[config.mk]
export PLATFORM = sky130hd
export DESIGN_NAME = async_event_counter_config
export DESIGN_NICKNAME = d
export VERILOG_FILES = /design/src/aec_cfg_pkg.sv /design/src/async_event_counter_config.sv /design/src/edge_sense.sv
export SDC_FILE = /design/constraint.sdc
export NUM_CORES = 1
export LEC_CHECK = 0
export ABC_AREA = 1
export BUFFER_PORTS_ARGS = -buffer_cell sky130_fd_sc_hd__buf_2
export CORE_UTILIZATION = 30
export CTS_BUF_LIST = sky130_fd_sc_hd__clkbuf_4
export CTS_CLUSTER_SIZE = 20
export DETAILED_ROUTE_END_ITERATION = 10
export PLACE_DENSITY = 0.57
export SLEW_MARGIN = 20
export SYNTH_ARGS = -nofsm -noshare
export SYNTH_HDL_FRONTEND = slang
export SYNTH_SLANG_ARGS = --single-unit
[constraint.sdc]
create_clock -name clk_sys -period 3.5 [get_ports clk_sys]
set_input_delay 0.525 -clock clk_sys [delete_from_list [all_inputs] [get_ports clk_sys]]
set_output_delay 0.525 -clock clk_sys [all_outputs]
set_load 0.01 [all_outputs]
[src/aec_cfg_pkg.sv]
// Package: register map, field layout and reset values of the event counter configuration block
package aec_cfg_pkg;

    // Register word addresses (one 32-bit word each)
    localparam logic [3:0] ADDR_PWM_DATA    = 4'h0;
    localparam logic [3:0] ADDR_EDGE_SEL    = 4'h1;
    localparam logic [3:0] ADDR_CLK_CTRL    = 4'h2;
    localparam logic [3:0] ADDR_PWM_PERIOD  = 4'h3;
    localparam logic [3:0] ADDR_IRQ_STATUS  = 4'h4;
    localparam logic [3:0] ADDR_IRQ_MASK    = 4'h5;
    localparam logic [3:0] ADDR_COUNT       = 4'h6;

    // Reset values
    localparam logic [15:0] PWM_DATA_RST    = 16'h0000;
    localparam logic [15:0] PWM_PERIOD_RST  = 16'hffff;
    localparam logic [7:0]  EDGE_SEL_RST    = 8'h00;
    localparam logic [7:0]  CLK_CTRL_RST    = 8'h00;
    localparam logic [2:0]  IRQ_RST         = 3'h0;

    // Field positions
    localparam int HI_EDGE_POS    = 6;
    localparam int LO_EDGE_POS    = 4;
    localparam int GATE_EDGE_POS  = 2;
    localparam int PWM_EN_POS     = 1;
    localparam int HI_CLK_POS     = 6;
    localparam int LO_CLK_POS     = 4;
    localparam int PWM_CLK_POS    = 1;

    // Interrupt status bits
    localparam int IRQ_GATE_BIT   = 0;
    localparam int IRQ_HI_OVF_BIT = 1;
    localparam int IRQ_LO_OVF_BIT = 2;

    // Edge sensing codes
    localparam logic [1:0] EDGE_FALL = 2'h0;
    localparam logic [1:0] EDGE_RISE = 2'h1;
    localparam logic [1:0] EDGE_BOTH = 2'h2;

    // Counter clock codes
    localparam logic [1:0] CLK_PIN   = 2'h0;
    localparam logic [1:0] CLK_DIV2  = 2'h1;
    localparam logic [1:0] CLK_DIV4  = 2'h2;
    localparam logic [1:0] CLK_DIV8  = 2'h3;

    // Avalon answer for unmapped and write-only reads
    localparam logic [31:0] READ_FILL = 32'h0000_0000;

    typedef enum logic [1:0] {
        BUS_IDLE = 2'b00,
        BUS_DONE = 2'b01
    } bus_state_e;

endpackage

[src/async_event_counter_config.sv]
// Event counter configuration: registers, edge select, clock select, PWM gate and interrupts
//
// Local design decisions: register access over Avalon-MM and the placing of the registers.
`timescale 1ns/100ps

module async_event_counter_config
(
    input  wire logic        clk_sys,
    input  wire logic        rst,
    input  wire logic [3:0]  avs_address,
    input  wire logic        avs_read,
    input  wire logic        avs_write,
    input  wire logic [31:0] avs_writedata,
    input  wire logic [3:0]  avs_byteenable,
    output logic [31:0]      avs_readdata,
    output logic             avs_waitrequest,
    input  wire logic        high_event_pin,
    input  wire logic        low_event_pin,
    input  wire logic        gate_interrupt_pin,
    output logic             gate_pwm_output,
    output logic             high_count_tick,
    output logic             low_count_tick,
    output logic             irq
);
    import aec_cfg_pkg::*;

    ////////////////////////////////////////////////////////////////////////////
    // State

    typedef struct packed {
        bus_state_e  bus;
        logic [31:0] rdata;
        logic [15:0] pwm_data;
        logic [15:0] pwm_period;
        logic [7:0]  edge_sel;
        logic [7:0]  clk_ctrl;
        logic [2:0]  irq_status;
        logic [2:0]  irq_mask;
        logic [3:0]  div;
        logic [15:0] pwm_cnt;
        logic        pwm_out;
        logic        hi_tick;
        logic        lo_tick;
        logic [7:0]  hi_count;
        logic [7:0]  lo_count;
    } state_s;

    state_s s_q;
    state_s s_d;

    logic        hi_edge;
    logic        lo_edge;
    logic        gate_edge;
    logic        gate_level;
    logic [1:0]  gate_mode;

    ////////////////////////////////////////////////////////////////////////////
    // Edge detectors

    edge_sense u_hi_edge (
        .clk_sys (clk_sys),
        .rst     (rst),
        .level   (high_event_pin),
        .mode    (s_q.edge_sel[HI_EDGE_POS +: 2]),
        .pulse   (hi_edge)
    );

    edge_sense u_lo_edge (
        .clk_sys (clk_sys),
        .rst     (rst),
        .level   (low_event_pin),
        .mode    (s_q.edge_sel[LO_EDGE_POS +: 2]),
        .pulse   (lo_edge)
    );

    edge_sense u_gate_edge (
        .clk_sys (clk_sys),
        .rst     (rst),
        .level   (gate_level),
        .mode    (gate_mode),
        .pulse   (gate_edge)
    );

    assign gate_level = s_q.edge_sel[PWM_EN_POS] ? s_q.pwm_out : gate_interrupt_pin;
    assign gate_mode  = s_q.edge_sel[GATE_EDGE_POS +: 2];

    ////////////////////////////////////////////////////////////////////////////
    // Divider helpers

    function automatic logic div_tick(input logic [1:0] sel, input logic [3:0] div, input logic pin_edge);
        case (sel)
            CLK_PIN:  div_tick = pin_edge;
            CLK_DIV2: div_tick = div[0];
            CLK_DIV4: div_tick = &div[1:0];
            CLK_DIV8: div_tick = &div[2:0];
            default:  div_tick = 1'b0;
        endcase
    endfunction

    function automatic logic pwm_tick(input logic [2:0] sel, input logic [3:0] div);
        case (sel)
            3'h0:    pwm_tick = div[0];
            3'h1:    pwm_tick = &div[1:0];
            3'h2:    pwm_tick = &div[2:0];
            3'h3:    pwm_tick = &div[3:0];
            default: pwm_tick = div[0];
        endcase
    endfunction

    ////////////////////////////////////////////////////////////////////////////
    // Next state

    always_comb
    begin
        logic        acc;
        logic        wr;
        logic        hi_in;
        logic        lo_in;
        logic [2:0]  clr;
        logic [2:0]  ev;
        acc   = (avs_read | avs_write) && (s_q.bus == BUS_IDLE);
        // Write lands at the edge where waitrequest is low
        wr    = avs_write && (s_q.bus == BUS_DONE);
        clr   = 3'h0;
        ev    = 3'h0;
        hi_in = 1'b0;
        lo_in = 1'b0;
        s_d   = s_q;

        s_d.div = s_q.div + 4'h1;

        if (!s_q.edge_sel[PWM_EN_POS])
        begin
            s_d.pwm_cnt = 16'h0000;
            s_d.pwm_out = 1'b0;
        end
        else if (pwm_tick(s_q.clk_ctrl[PWM_CLK_POS +: 3], s_q.div))
        begin
            s_d.pwm_cnt = (s_q.pwm_cnt >= s_q.pwm_period) ? 16'h0000 : s_q.pwm_cnt + 16'h0001;
            s_d.pwm_out = (s_d.pwm_cnt < s_q.pwm_data);
        end

        hi_in = div_tick(s_q.clk_ctrl[HI_CLK_POS +: 2], s_q.div, hi_edge);
        lo_in = div_tick(s_q.clk_ctrl[LO_CLK_POS +: 2], s_q.div, lo_edge);

        s_d.hi_tick = hi_in & gate_level;
        s_d.lo_tick = lo_in & gate_level;
        if (s_d.hi_tick)
        begin
            s_d.hi_count = s_q.hi_count + 8'h01;
        end
        if (s_d.lo_tick)
        begin
            s_d.lo_count = s_q.lo_count + 8'h01;
        end

        ev[IRQ_GATE_BIT]   = gate_edge;
        ev[IRQ_HI_OVF_BIT] = s_d.hi_tick && (s_q.hi_count == 8'hff);
        ev[IRQ_LO_OVF_BIT] = s_d.lo_tick && (s_q.lo_count == 8'hff);

        // Bus handshake: one wait cycle, answer in the second
        s_d.bus = acc ? BUS_DONE : BUS_IDLE;
        if (acc && avs_read)
        begin
            case (avs_address)
                ADDR_PWM_DATA:   s_d.rdata = READ_FILL;
                ADDR_EDGE_SEL:   s_d.rdata = {24'h0, s_q.edge_sel};
                ADDR_CLK_CTRL:   s_d.rdata = {24'h0, s_q.clk_ctrl};
                ADDR_PWM_PERIOD: s_d.rdata = {16'h0, s_q.pwm_period};
                ADDR_IRQ_STATUS: s_d.rdata = {29'h0, s_q.irq_status};
                ADDR_IRQ_MASK:   s_d.rdata = {29'h0, s_q.irq_mask};
                ADDR_COUNT:      s_d.rdata = {16'h0, s_q.hi_count, s_q.lo_count};
                default:         s_d.rdata = READ_FILL;
            endcase
        end

        if (wr)
        begin
            case (avs_address)
                ADDR_PWM_DATA:
                begin
                    if (&avs_byteenable[1:0])
                    begin
                        s_d.pwm_data = avs_writedata[15:0];
                    end
                end
                ADDR_PWM_PERIOD:
                begin
                    if (&avs_byteenable[1:0])
                    begin
                        s_d.pwm_period = avs_writedata[15:0];
                    end
                end
                ADDR_EDGE_SEL:
                begin
                    if (avs_byteenable[0])
                    begin
                        s_d.edge_sel = avs_writedata[7:0];
                    end
                end
                ADDR_CLK_CTRL:
                begin
                    if (avs_byteenable[0])
                    begin
                        s_d.clk_ctrl = avs_writedata[7:0];
                    end
                end
                ADDR_IRQ_STATUS:
                begin
                    if (avs_byteenable[0])
                    begin
                        clr = avs_writedata[2:0];
                    end
                end
                ADDR_IRQ_MASK:
                begin
                    if (avs_byteenable[0])
                    begin
                        s_d.irq_mask = avs_writedata[2:0];
                    end
                end
                default:
                begin
                    s_d.irq_mask = s_q.irq_mask;
                end
            endcase
        end

        // Set wins over clear
        s_d.irq_status = (s_q.irq_status & ~clr) | ev;
    end

    ////////////////////////////////////////////////////////////////////////////
    // Registers

    always_ff @(posedge clk_sys)
    begin
        if (rst)
        begin
            s_q            <= '0;
            s_q.bus        <= BUS_IDLE;
            s_q.pwm_data   <= PWM_DATA_RST;
            s_q.pwm_period <= PWM_PERIOD_RST;
            s_q.edge_sel   <= EDGE_SEL_RST;
            s_q.clk_ctrl   <= CLK_CTRL_RST;
            s_q.irq_status <= IRQ_RST;
            s_q.irq_mask   <= IRQ_RST;
        end
        else
        begin
            s_q <= s_d;
        end
    end

    ////////////////////////////////////////////////////////////////////////////
    // Outputs

    assign avs_waitrequest = (avs_read | avs_write) && (s_q.bus == BUS_IDLE);
    assign avs_readdata    = s_q.rdata;
    assign gate_pwm_output = s_q.pwm_out;
    assign high_count_tick = s_q.hi_tick;
    assign low_count_tick  = s_q.lo_tick;
    assign irq             = |(s_q.irq_status & s_q.irq_mask);

endmodule

[src/edge_sense.sv]
// Edge detector with selectable falling, rising or both edge sensing
`timescale 1ns/100ps
module edge_sense
    import aec_cfg_pkg::*;
(
    input  wire logic       clk_sys,
    input  wire logic       rst,
    input  wire logic       level,
    input  wire logic [1:0] mode,
    output logic            pulse
);
    import aec_cfg_pkg::*;

    typedef struct packed {
        logic prev;
    } state_s;

    state_s s_q;
    state_s s_d;

    always_comb
    begin
        s_d = s_q;
        s_d.prev = level;
        case (mode)
            EDGE_FALL: pulse = s_q.prev & ~level;
            EDGE_RISE: pulse = ~s_q.prev & level;
            EDGE_BOTH: pulse = s_q.prev ^ level;
            default:   pulse = 1'b0;
        endcase
    end

    always_ff @(posedge clk_sys)
    begin
        if (rst)
        begin
            s_q <= '0;
        end
        else
        begin
            s_q <= s_d;
        end
    end

endmodule

======== Word-level counts from Yosys, hierarchy flattened ========
Cells that the tools add are included.
Widths: inputs -> output; s select.
cells by class
  $add $sub $neg .......................... 4
  order comparisons ....................... 2
  equality and inequality tests ........... 24
  muxes and demuxes ....................... 14
  bitwise operators ....................... 23
  reduce and logical (&&, ||, !) cells .... 22
operators by type and width
  kind                   count
  $pmux 16 s6            1
  $add 16x1->16 const B  1
  $add 8x1->8 const B    2
  $eq 8x8->1 const B     2
  $ge 16x16->1           1
  $lt 16x16->1           1
  $mux 16                1
  $eq 2x2->1 const B     7
  $eq 2x1->1 const B     6
  $eq 4x3->1 const B     3
  $logic_not 2->1        6
  $pmux 1 s3             4
  $reduce_and 3->1       4
  $reduce_and 4->1       3
  $mux 3                 3
  $and 1x1->1            8
  $eq 4x2->1 const B     2
  $pmux 1 s4             2
  $not 1->1              7
  $and 3x3->3            2
  $eq 3x2->1 const B     2
  $logic_and 1x1->1      5
  $add 4x1->4 const B    1
  $eq 4x1->1 const B     1
  10 further kinds       14
storage, ports and cells
  register bits after elaboration ......... 130
  logic and storage cells ................. 107

======== Logic depth before layout (Yosys ltp) ========
Gate-level depths: netlist of run 1.
  depth in word-level cells ............... 7
  depth in mapped cells ................... 24
  gate-level depth less buffers ........... 24

======== Cells and area by module ========
A second synthesis of run 1 with hierarchy kept.
unflattened totals
  cell total of the unflattened synthesis .. 829
  area, all modules ....................... 6078.3 um^2
modules (own cells, without submodules)
  module                      times used  cells an instance  area an instance (um^2)  sequential area each (um^2)
  async_event_counter_config  1           790                5796.8                   2202.1
  edge_sense                  3           13                 93.8                     20.0

======== Worst setup path after synthesis of run 1 ========
OpenSTA, ideal clock, no wires.
  kind .................................... register -> register
  start ................................... register s_q[26] in the netlist's numbering
  end ..................................... register s_q, in the netlist gate_pwm_output
  data arrival time ....................... 2.563 ns
  required time ........................... 3.430 ns
  path slack .............................. 0.867 ns
  stages on the path, launching flop included .. 21
  cells stage by stage .................... dfxtp_1 ha_1 nand2_1 inv_1 nand2_1 nand2_1 nor2_1 nand2_1 nand2_1 nand2_1 inv_2 nand3_1 inv_1 ha_1 a21oi_1 nor2_1 a211oi_1 o21ai_0 a2111oi_0 nand2_1 a21oi_1
on the way
  word-level cells in the longest chain between the ends .. 3
  elaborated cells on any way between the ends .. 4
  those cells by class .................... 1 x add/sub; 2 x order compare; 1 x mux
RTL lines
  item                                                  line                               text
  start: declaration                                    async_event_counter_config.sv:48   state_s s_q;
  $add 16x1->16 / $ge 16x16->1 (equally long branches)  async_event_counter_config.sv:139  s_d.pwm_cnt = (s_q.pwm_cnt >= s_q.pwm_period) ? 16'h0000 : s_q.pwm_cnt + 16'h0001;
  $mux 16 (*)                                           async_event_counter_config.sv:139
  $lt 16x16->1 (*)                                      async_event_counter_config.sv:140  s_d.pwm_out = (s_d.pwm_cnt < s_q.pwm_data);
Mark *: on every way between the ends. The rest lies on a longest branch, timed or not.
A chain may end at the register's enable or synchronous reset.

======== Worst setup path after layout of run 1 ========
Ends and elaborated chain as after synthesis.

==> results.toml, run 1 <==
[power_and_ir_drop]
power_density_nw_per_um2 = 363.4
comb_power_share_pct = 6.3
worst_ir_drop_vdd_mv = 0.1721
switchingPower_mw = 0.6329
net_switching_share_of_the_total_power_pct = 26.50
power_frac_seq_pct = 54.7
power.clock.fraction_pct = 38.9
power.leakage_nw = 2.910
internal_power_mw = 1.756

[synth]
synth_largest_area_cell = "sky130_fd_sc_hd__dfxtp_1"
synthDistinctLibCells = 39
synth_top_area_share_pct = 37.91
yosys_register_bits = 113
ys.warnings.count = 0
synthArstFlopShare_pct = 0
netlist_instances = 811
seq_area_frac_synth_pct = 37.91
largest_cells_by_area_after_synthesis = "sky130_fd_sc_hd__dfxtp_1 38%, sky130_fd_sc_hd__ha_1 8.8%, sky130_fd_sc_hd__a21oi_1 8.3%"
post_synth.cell_area_avg_sq_um = 7.358
syn-cell-area_sq_um = 5967
synth_flop_cell = "sky130_fd_sc_hd__dfxtp_1"
count_of_flip_flops_with_a_built_in_enable_after_synthesis = 0

[sta]
tightestPinTransition_ns = 0.7684
slew_violations = 0
fmax_mhz = 325.4
final.setup_skew_ns = 0.01957
slew-limit-headroom_pct = 48.59
finalCriticalPeriod_ns = 3.073
grt_setup_unrepaired = "false"
period_share_pct = 87.80
whs_ns = 0.2012
timing.final.setup_violations = 0
timing.setup.tns_ns = 0
timing_hold_violations_final = 0

[die]
die_width_um = 143.0
start_util_pct = 30.66
num_io_pins = 84
core-area_sq_um = 19460
fp.dieH_um = 143.0
floorplan.rows = 51
dieArea_sq_um = 20460

[global_routing]
grt_pass1_wl_mm = 24.11
track_usage_pct = 15.57
antenna_found_initial = 0
grt-ovfl-total = 0
maximum_number_of_pins_on_one_net_before_global_route_repair = 62
first_global_vias = 4635

[setup_path]
worstSetupPathDepth = 20
timing.critical_path.slowest_stage_cell = "sky130_fd_sc_hd__dfxtp_1"
startpoint_type = "flop"
ff2ff_path_depth = 20
crit_family = "compound AO/OA/AOI/OAI gates"
worstSetupPathType = "flop to flop"
path_max_fanout = 10
worstSetupEndpointType = "flop"
worstPathCellList = "ha_1 > nand2_1 > inv_1 > nand2_1 > nand2_1 > nor2_1 > nand2_1 > nand2_1 > nand2_1 > inv_2 > nand3_1 > inv_1 > ha_1 > a21oi_1 > nor2_1 > a211oi_1 > o21ai_0 > a2111oi_0 > nand2_1 > a21oi_1"
critical-path-max-stage-delay_ns = 0.48
path_common_cell = "sky130_fd_sc_hd__nand2_1"
critPathArrivalTime_ns = 3.55
cp.buffers_inverters = 3
critical_path_required_ns = 3.98

[finish]
post_route_cells_drive_above_1_share_pct = 13.32
layout-area-overhead-vs-synth_pct = 10.15
design.final.nets = 933
num-fill-cells = 2057
antennaDiodeCount = 0

[clock_tree]
cts-buffers-inserted = 17
hold_buffers = 0
postCtsSetupRepairBufs = 0
buffer_levels_on_the_longest_clock_path = 2
worst_skew_pair.late_latency_ns = 0.55
cts.reportedPaths.clkPinSlew_ns = 0.11
tritoncts = "done"
clockRootBuffer = "sky130_fd_sc_hd__clkbuf_4"
cts_sinks = 113
cts_resized = 0
cts.htree.levels = 4

[route]
sum_of_routed_wire_length_over_all_layers_mm = 15.07
via_per_inst = 4.620
drt_drc_violations_left = 0
routed_wire_length_per_instance_um = 13.44
detailedRoute.firstPassIterationCount = 5
starting_drt_drc_count = 343
route.vias.total = 5179
drtAntennaViolNets = 0

[placement]
dp_hpwl_mm = 11.14
port_buffers = 49
routabilityCongestion = 0.8315

[hold_path]
worstHoldPathCells = 3
min_delay_worst_type = "input port to flop"

[run]
drv.max_cap_violation_count = 0

[outcome]
status = "complete, no violations"
[Yosys cell counts, types with 5 or more instances]
master                       n
sky130_fd_sc_hd__a21oi_1    99
sky130_fd_sc_hd__inv_2       9
sky130_fd_sc_hd__nor2_2      5
sky130_fd_sc_hd__ha_1       42
sky130_fd_sc_hd__o21ai_0    72
sky130_fd_sc_hd__inv_1     118
sky130_fd_sc_hd__nand2_1   128
sky130_fd_sc_hd__o21ai_1    10
sky130_fd_sc_hd__o22ai_1    18
sky130_fd_sc_hd__nor3_1     15
sky130_fd_sc_hd__nor2_1     41
sky130_fd_sc_hd__nand4_1     5
sky130_fd_sc_hd__nand3_1    25
sky130_fd_sc_hd__o211ai_1   18
sky130_fd_sc_hd__dfxtp_1   113
sky130_fd_sc_hd__buf_4      32
sky130_fd_sc_hd__clkbuf_1   20
[layer usage]
layer / vias to the layer above / routed length, um / GRT usage, %
li1: 2718 / - / -
met1: 2333 / 7391 / 19.88
met2: 110 / 6817 / 25.52
met3: 18 / 636 / 3.689
met4: 0 / 221 / 5.376
met5: - / 0 / 0
[sequential cells by signal, indices dropped and copies added (netlist names)]
| name | flops |
|---|---|
| s_q | 89 |
| u_lo_edge.s_q | 1 |
| gate_pwm_output | 1 |
| low_count_tick | 1 |
| avs_readdata | 16 |
| u_gate_edge.s_q | 1 |
| u_hi_edge.s_q | 1 |
| high_count_tick | 1 |
| gate_mode | 2 |
[worst register-to-register path: stages (launching register included)]
cell	delay (ns)
sky130_fd_sc_hd__dfxtp_1	0.48
sky130_fd_sc_hd__ha_1	0.30
sky130_fd_sc_hd__nand2_1	0.08
sky130_fd_sc_hd__inv_1	0.05
sky130_fd_sc_hd__nand2_1	0.05
sky130_fd_sc_hd__nand2_1	0.04
sky130_fd_sc_hd__nor2_1	0.09
sky130_fd_sc_hd__nand2_1	0.05
sky130_fd_sc_hd__nand2_1	0.07
sky130_fd_sc_hd__nand2_1	0.08
sky130_fd_sc_hd__inv_2	0.17
sky130_fd_sc_hd__nand3_1	0.14
sky130_fd_sc_hd__inv_1	0.07
sky130_fd_sc_hd__ha_1	0.23
sky130_fd_sc_hd__a21oi_1	0.15
sky130_fd_sc_hd__nor2_1	0.05
sky130_fd_sc_hd__a211oi_1	0.16
sky130_fd_sc_hd__o21ai_0	0.12
sky130_fd_sc_hd__a2111oi_0	0.36
sky130_fd_sc_hd__nand2_1	0.13
sky130_fd_sc_hd__a21oi_1	0.13
[layout make-up]
cell class	count	area [sq um]	area share, %
Clock buffer	18	135.1	2.056
Inverter	128	485.5	7.386
Sequential cell	113	2262	34.42
Multi-Input combinational cell	528	2940	44.74
Timing Repair Buffer	56	297.8	4.531
Tap cell	265	331.6	5.045
Clock inverter	13	120.1	1.828
[kinds of logic after synthesis]
logic type | count (synthesis) | synth area share [%]
XOR/XNOR | 4 | 0.5872
AND/OR/NAND/NOR | 235 | 17.63
adder cells (fa/ha/maj) | 42 | 8.807
buffers and inverters | 185 | 13.80
other | 1 | 0.06285
flip-flops | 113 | 37.91
AO/OA/AOI/OAI | 231 | 21.20
[placed cells by master, fill, tap and decap left out, types with 5 or more instances in the layout]
cell,n
sky130_fd_sc_hd__conb_1,16
sky130_fd_sc_hd__nor3_1,15
sky130_fd_sc_hd__buf_2,49
sky130_fd_sc_hd__clkinv_2,5
sky130_fd_sc_hd__ha_1,42
sky130_fd_sc_hd__o211ai_1,18
sky130_fd_sc_hd__buf_4,7
sky130_fd_sc_hd__inv_2,9
sky130_fd_sc_hd__o21ai_1,10
sky130_fd_sc_hd__a21oi_1,99
sky130_fd_sc_hd__nand3_1,25
sky130_fd_sc_hd__inv_1,118
sky130_fd_sc_hd__nor2_1,40
sky130_fd_sc_hd__nor2_2,6
sky130_fd_sc_hd__nand2_1,128
sky130_fd_sc_hd__dfxtp_1,113
sky130_fd_sc_hd__clkbuf_4,18
sky130_fd_sc_hd__o22ai_1,18
sky130_fd_sc_hd__o21ai_0,72
sky130_fd_sc_hd__nand4_1,5
[metrics by stage]
stage | util (%) | setup slack [ns] | total power, mW | area, sq um | std cells
3_5_place_dp | 32.46 | 0.5023 | 1.490 | 6317 | 1090
2_1_floorplan | - | 0.8669 | 1.441 | 6023 | 826
5_1_grt | 33.77 | 0.06521 | 2.498 | 6573 | 1121
6_report | 33.77 | 0.4272 | 2.389 | 6573 | 1121
4_1_cts | 33.77 | 0.4534 | 2.420 | 6573 | 1121
3_3_place_gp | 32.46 | 0.5043 | 1.489 | 6317 | 1090
[power by group through the flow]
stage	registers, mW	logic, mW	clock network [mW]
final	1.31	0.151	0.930
after floorplan	1.33	0.106	0
after CTS	1.31	0.153	0.959
after global routing	1.31	0.170	1.02
after detailed placement	1.34	0.153	0
after global placement	1.34	0.153	0
[final timing paths]
path | startpoint | end | slack (ns)
worst max-delay path | s_q[26]$_SDFFE_PP0P_ | gate_pwm_output$_SDFFE_PP0P_ | 0.43
worst min-delay path | high_event_pin | u_hi_edge.s_q$_SDFF_PP0_ | 0.20
worst max register to register | s_q[26]$_SDFFE_PP0P_ | gate_pwm_output$_SDFFE_PP0P_ | 0.43
worst min register to register | s_q[125]$_SDFF_PP0_ | s_q[125]$_SDFF_PP0_ | 0.46
No activity file was read; power rests on OpenSTA's default activity.
==> run 2: changes to the inputs <==
--- a/config.mk
+++ b/config.mk
@@ -15,4 +15,5 @@
 export SLEW_MARGIN = 20
 export SYNTH_ARGS = -nofsm -noshare
 export SYNTH_HDL_FRONTEND = slang
+export SYNTH_HIERARCHICAL = 1
 export SYNTH_SLANG_ARGS = --single-unit
==> results.toml, run 2 <==
[outcome]
status = "complete, no violations"

[sta]
period_share_pct = 89.69
timing.setup.tns_ns = 0
slew_violations = 0
grt_setup_unrepaired = "false"
final.setup_skew_ns = 0.01368
tightestPinTransition_ns = 0.9841
slew-limit-headroom_pct = 34.15
timing.final.setup_violations = 0
timing_hold_violations_final = 0
whs_ns = 0.2368
finalCriticalPeriod_ns = 3.139
fmax_mhz = 318.6

[route]
routed_wire_length_per_instance_um = 13.00
sum_of_routed_wire_length_over_all_layers_mm = 14.81
route.vias.total = 5291
drt_drc_violations_left = 0
via_per_inst = 4.645
starting_drt_drc_count = 346
detailedRoute.firstPassIterationCount = 4
drtAntennaViolNets = 0

[clock_tree]
cts_sinks = 113
worst_skew_pair.late_latency_ns = 0.53
postCtsSetupRepairBufs = 0
clockRootBuffer = "sky130_fd_sc_hd__clkbuf_4"
tritoncts = "done"
cts.reportedPaths.clkPinSlew_ns = 0.10
cts-buffers-inserted = 17
hold_buffers = 0
buffer_levels_on_the_longest_clock_path = 2
cts_resized = 0
cts.htree.levels = 4

[finish]
mostFrequentLayoutCell = "sky130_fd_sc_hd__nand2_1"
multiInputGateArea_sq_um = 3044
post_route_cells_drive_above_1_share_pct = 13.62
num-fill-cells = 2173
mostFrequentLayoutCells = "138 x sky130_fd_sc_hd__nand2_1, 123 x sky130_fd_sc_hd__inv_1, 113 x sky130_fd_sc_hd__dfxtp_1"
final-seq-area_sq_um = 2262
layout-area-overhead-vs-synth_pct = 10.64
top_register = "s_q"
design.final.nets = 950
antennaDiodeCount = 0
design_area_sq_um = 6725
largest_reg_flops = 89

[setup_path]
ff2ff_setup_slack_ns = 0.36
crit_path_start = "s_q[68]$_SDFFE_PP1P_"
cp.buffers_inverters = 5
crit_family = "compound AO/OA/AOI/OAI gates"
path_max_fanout = 8
worstPathCellList = "inv_1 > ha_1 > nand2_1 > inv_1 > nand2_1 > nor2_1 > nor2_1 > nand2_1 > nand2_1 > nand2_1 > inv_1 > buf_4 > nand3_1 > inv_1 > ha_1 > a21oi_1 > nor2_1 > a211oi_1 > o21ai_0 > a2111oi_0 > nand2_1 > a21oi_1"
critical-path-max-stage-delay_ns = 0.36
ff2ff_path_depth = 22
startpoint_type = "flop"
worstSetupPathType = "flop to flop"
r2r_path_start = "s_q[68]$_SDFFE_PP1P_"
critical_path_required_ns = 3.96
worstSetupEndpointType = "flop"
path_common_cell = "sky130_fd_sc_hd__nand2_1"
timing.critical_path.slowest_stage_cell = "sky130_fd_sc_hd__a2111oi_0"
critical_path.reg2reg.endpoint = "gate_pwm_output$_SDFFE_PP0P_"
critPathArrivalTime_ns = 3.60

[synth]
netlist_instances = 829
seq_area_frac_synth_pct = 37.22
synth_top_cells_by_count = "138 x sky130_fd_sc_hd__nand2_1, 123 x sky130_fd_sc_hd__inv_1, 113 x sky130_fd_sc_hd__dfxtp_1, 97 x sky130_fd_sc_hd__a21oi_1, 78 x sky130_fd_sc_hd__o21ai_0"
post_synth.cell_area_avg_sq_um = 7.332
synth_top_family_by_area = "simple AND/OR/NAND/NOR gates"
yosys_register_bits = 113
ys.warnings.count = 6
yosys-mux-area-fraction_pct = 0
synth-xor-area-share_pct = 0.6999
synth_top_area_share_pct = 37.22
share_of_synthesized_cell_area_in_full_adder_half_adder_and_majority_cells_pct = 8.646
synth_flop_cell = "sky130_fd_sc_hd__dfxtp_1"
synth_most_common_cell = "sky130_fd_sc_hd__nand2_1"
synth-compound-area-share_pct = 19.02
synth_largest_area_cell = "sky130_fd_sc_hd__dfxtp_1"
synthDistinctLibCells = 41
post_synth_simple_gate_area_pct = 20.73
count_of_flip_flops_with_a_built_in_enable_after_synthesis = 0
syn-cell-area_sq_um = 6078
synthArstFlopShare_pct = 0
largest_cells_by_area_after_synthesis = "sky130_fd_sc_hd__dfxtp_1 37%, sky130_fd_sc_hd__ha_1 8.6%, sky130_fd_sc_hd__nand2_1 8.5%"

[global_routing]
first_global_vias = 4646
antenna_found_initial = 1
track_usage_pct = 14.80
maximum_number_of_pins_on_one_net_before_global_route_repair = 63
grt-ovfl-total = 0
grt_pass1_wl_mm = 23.40

[placement]
routabilityCongestion = 0.8320
dp_hpwl_mm = 11.17
post_dp_area_sq_um = 6420
port_buffers = 49

[hold_path]
min_delay_worst_type = "input port to flop"
timing.hold.worst_endpoint = "u_lo_edge/s_q$_SDFF_PP0_"
worstHoldPathCells = 3
worstHoldStart = "low_event_pin"

[die]
start_util_pct = 30.93
fp.dieH_um = 144.3
floorplan.rows = 51
dieArea_sq_um = 20830
num_io_pins = 84
die_width_um = 144.3
core-area_sq_um = 19650

[power_and_ir_drop]
worst_ir_drop_vdd_mv = 0.1594
power_density_nw_per_um2 = 373.5
power.leakage_nw = 3.165

[run]
drv.max_cap_violation_count = 0
==> run 2: cell count changes after synthesis, moves of 4 or more <==
cell	change
sky130_fd_sc_hd__inv_2	-4
sky130_fd_sc_hd__inv_1	+5
sky130_fd_sc_hd__nand3_1	+18
sky130_fd_sc_hd__o211ai_1	-9
sky130_fd_sc_hd__nand2_1	+10
sky130_fd_sc_hd__o21ai_1	-9
sky130_fd_sc_hd__o21ai_0	+6
==> run 2: tightest hold or removal path, stage by stage <==
cell                     delay (ns)
sky130_fd_sc_hd__buf_2         0.09
sky130_fd_sc_hd__inv_1         0.04
sky130_fd_sc_hd__nor2_1        0.07
==> run 2: power by group <==
part	switching [mW]	internal, mW	total, mW
logic	0.104	0.0412	0.145
registers	0.00825	1.30	1.31
clock network	0.500	0.560	1.06
==> run 2: per-stage QoR <==
stage / utilization, % / worst slack (ns) / total power [mW] / std cells
global placement: 32.66 / 0.3975 / 1.481 / 1107
CTS: 34.22 / 0.3451 / 2.541 / 1139
global route: 34.22 / 0.1411 / 2.629 / 1139
finish: 34.22 / 0.3608 / 2.512 / 1139
floorplan: - / 0.8091 / 1.441 / 844
detailed placement: 32.66 / 0.3734 / 1.482 / 1107
==> run 2: worst max path at each step <==
stage	endpoint	depth (start not counted)
6_report	gate_pwm_output$_SDFFE_PP0P_	22
5_1_grt	gate_pwm_output$_SDFFE_PP0P_	22
4_1_cts	gate_pwm_output$_SDFFE_PP0P_	22
3_5_place_dp	gate_pwm_output$_SDFFE_PP0P_	22
3_3_place_gp	gate_pwm_output$_SDFFE_PP0P_	22
2_1_floorplan	gate_pwm_output$_SDFFE_PP0P_	21
==> run 2: area by class of cell <==
type / instances / share of cell area (%)
Timing Repair Buffer: 56 / 4.428
Clock inverter: 14 / 2.530
Tap cell: 265 / 4.930
Sequential cell: 113 / 33.64
Multi-Input combinational cell: 544 / 45.27
Clock buffer: 18 / 2.009
Inverter: 129 / 7.200
==> run 2: logic make-up after synthesis <==
kind of cell	Yosys count
buffers and inverters	187
flip-flops	113
adder cells (fa/ha/maj)	42
AND/OR/NAND/NOR	268
XOR/XNOR	4
AO/OA/AOI/OAI	214
other	1
==> run 2: layer usage <==
layer | share of wire [%] | GRT usage, % | vias up
met5 | 0 | 0 | -
met4 | 1.2 | 4.765 | 0
met3 | 4.6 | 3.775 | 17
met2 | 43 | 22.22 | 110
met1 | 51 | 20.48 | 2391
li1 | - | - | 2773
==> run 3: changes to the inputs <==
--- a/config.mk
+++ b/config.mk
@@ -7,11 +7,11 @@
 export LEC_CHECK = 0
 export ABC_AREA = 1
 export BUFFER_PORTS_ARGS = -buffer_cell sky130_fd_sc_hd__buf_2
-export CORE_UTILIZATION = 30
+export CORE_UTILIZATION = 60
 export CTS_BUF_LIST = sky130_fd_sc_hd__clkbuf_4
 export CTS_CLUSTER_SIZE = 20
 export DETAILED_ROUTE_END_ITERATION = 10
-export PLACE_DENSITY = 0.57
+export PLACE_DENSITY = 0.93
 export SLEW_MARGIN = 20
 export SYNTH_ARGS = -nofsm -noshare
 export SYNTH_HDL_FRONTEND = slang
==> results.toml, run 3 (synthesis results as in run 2) <==
[power_and_ir_drop]
power.clock.fraction_pct = 36.3
power_frac_seq_pct = 57.3
net_switching_share_of_the_total_power_pct = 25.74
internal_power_mw = 1.692
worst_ir_drop_vdd_mv = 0.3603
power.leakage_nw = 3.151
power_density_nw_per_um2 = 350.3
comb_power_share_pct = 6.4
switchingPower_mw = 0.5866

[finish]
antennaDiodeCount = 0
multiInputGateArea_sq_um = 3047
top_register = "s_q"
num-fill-cells = 839
layout-area-overhead-vs-synth_pct = 7.019
design_area_sq_um = 6505
largest_reg_flops = 89
design.final.nets = 953
post_route_cells_drive_above_1_share_pct = 14.06
mostFrequentLayoutCell = "sky130_fd_sc_hd__nand2_1"
mostFrequentLayoutCells = "137 x sky130_fd_sc_hd__nand2_1, 122 x sky130_fd_sc_hd__inv_1, 113 x sky130_fd_sc_hd__dfxtp_1"
final-seq-area_sq_um = 2262

[die]
die_width_um = 102.7
fp.dieH_um = 102.7
dieArea_sq_um = 10540
num_io_pins = 84
floorplan.rows = 36
start_util_pct = 62.19
core-area_sq_um = 9774

[route]
route.vias.total = 5621
via_per_inst = 5.576
detailedRoute.firstPassIterationCount = 6
drt_drc_violations_left = 0
routed_wire_length_per_instance_um = 14.24
starting_drt_drc_count = 376
drtAntennaViolNets = 0
sum_of_routed_wire_length_over_all_layers_mm = 14.35

[run]
drv.max_cap_violation_count = 0

[setup_path]
path_max_fanout = 7
critical-path-max-stage-delay_ns = 0.49
critPathArrivalTime_ns = 3.57
worstSetupPathType = "flop to flop"
worstSetupEndpointType = "flop"
ff2ff_path_depth = 18
critical_path_required_ns = 3.97
timing.critical_path.slowest_stage_cell = "sky130_fd_sc_hd__dfxtp_1"
startpoint_type = "flop"
worstPathCellList = "ha_1 > nand2_1 > inv_1 > nand2_1 > a21oi_1 > nor2_1 > nand2_2 > clkinvlp_4 > nand3_1 > inv_1 > ha_1 > a21oi_1 > nor2_1 > a211oi_1 > o21ai_0 > a2111oi_0 > nand2_1 > a21oi_1"

[clock_tree]
worst_skew_pair.late_latency_ns = 0.53
cts_sinks = 113
buffer_levels_on_the_longest_clock_path = 2
hold_buffers = 0
tritoncts = "done"
cts.htree.levels = 4
clockRootBuffer = "sky130_fd_sc_hd__clkbuf_4"
cts.reportedPaths.clkPinSlew_ns = 0.10
cts-buffers-inserted = 17

[sta]
grt_setup_unrepaired = "false"
timing.final.setup_violations = 0
period_share_pct = 88.65
setup_ws_ns = 0.3971
tightestPinTransition_ns = 0.8825
fmax_mhz = 322.3
timing.setup.tns_ns = 0
final.setup_skew_ns = 0.01567
timing_hold_violations_final = 0
slew-limit-headroom_pct = 40.95
finalCriticalPeriod_ns = 3.103
slew_violations = 0

[placement]
dpl_worst_slack_ns = 0.2184
routabilityCongestion = 0.9354
port_buffers = 49
post_dp_area_sq_um = 6255
dp_hpwl_mm = 10.37

[global_routing]
antenna_found_initial = 0
track_usage_pct = 28.58
grt_pass1_wl_mm = 23.07
maximum_number_of_pins_on_one_net_before_global_route_repair = 46
first_global_vias = 5058
grt-ovfl-total = 0

[hold_path]
worstHoldPathCells = 3
min_delay_worst_type = "input port to flop"

[outcome]
status = "complete, no violations"
run 3: final timing paths:
path / startpoint / to / slack, ns
setup reg to reg: s_q[29]$_SDFFE_PP0P_ / gate_pwm_output$_SDFFE_PP0P_ / 0.40
setup / recovery: s_q[29]$_SDFFE_PP0P_ / gate_pwm_output$_SDFFE_PP0P_ / 0.40
hold / removal: low_event_pin / u_lo_edge/s_q$_SDFF_PP0_ / 0.24
hold reg to reg: s_q[86]$_SDFFE_PP0P_ / s_q[86]$_SDFFE_PP0P_ / 0.47
run 3: per-stage QoR:
stage	utilization, %	hold slack (ns)	cells	total power, mW
detailed placement	63.99	0.4433	975	1.479
finish	66.55	0.2380	1008	2.279
global placement	63.99	0.4410	975	1.474
global route	66.55	0.2147	1008	2.363
floorplan	-	0.4244	844	1.441
CTS	66.26	0.2136	1005	2.281
run 3: power groups by stage:
stage,logic [mW],registers (mW),clock network [mW]
after floorplan,0.107,1.33,0
after global placement,0.139,1.34,0
after detailed placement,0.143,1.34,0
after CTS,0.143,1.31,0.831
after global routing,0.163,1.31,0.891
final,0.146,1.31,0.827
run 3: worst max-delay path, delay by kind of cell (launching register included):
kind                       cells  cell delay (ns)
adders and majority gates      2             0.51
DFF                            1             0.49
buffers and inverters          3             0.30
and+or+nand+nor                7             0.83
AOI/OAI and AO/OA              6             0.91
run 3: metal layers:
metal | share of wire [%] | track usage, %
met5 | 0 | 0
met4 | 2.6 | 12.09
met3 | 8.7 | 7.119
met2 | 47 | 47.03
met1 | 41 | 35.63
run 3: area by class of cell:
type | count | share of cell area [%]
tap | 133 | 2.558
inverter | 129 | 7.501
clock buffer | 20 | 2.308
clock inverter | 10 | 1.096
sequential | 113 | 34.78
multi-input combinational | 544 | 46.84
timing repair buffer | 59 | 4.924
run 3: timing repair:
action,4_1_cts,5_1_grt
resized for setup,0,2
setup endpoints to repair,0,1
setup buffers,0,3
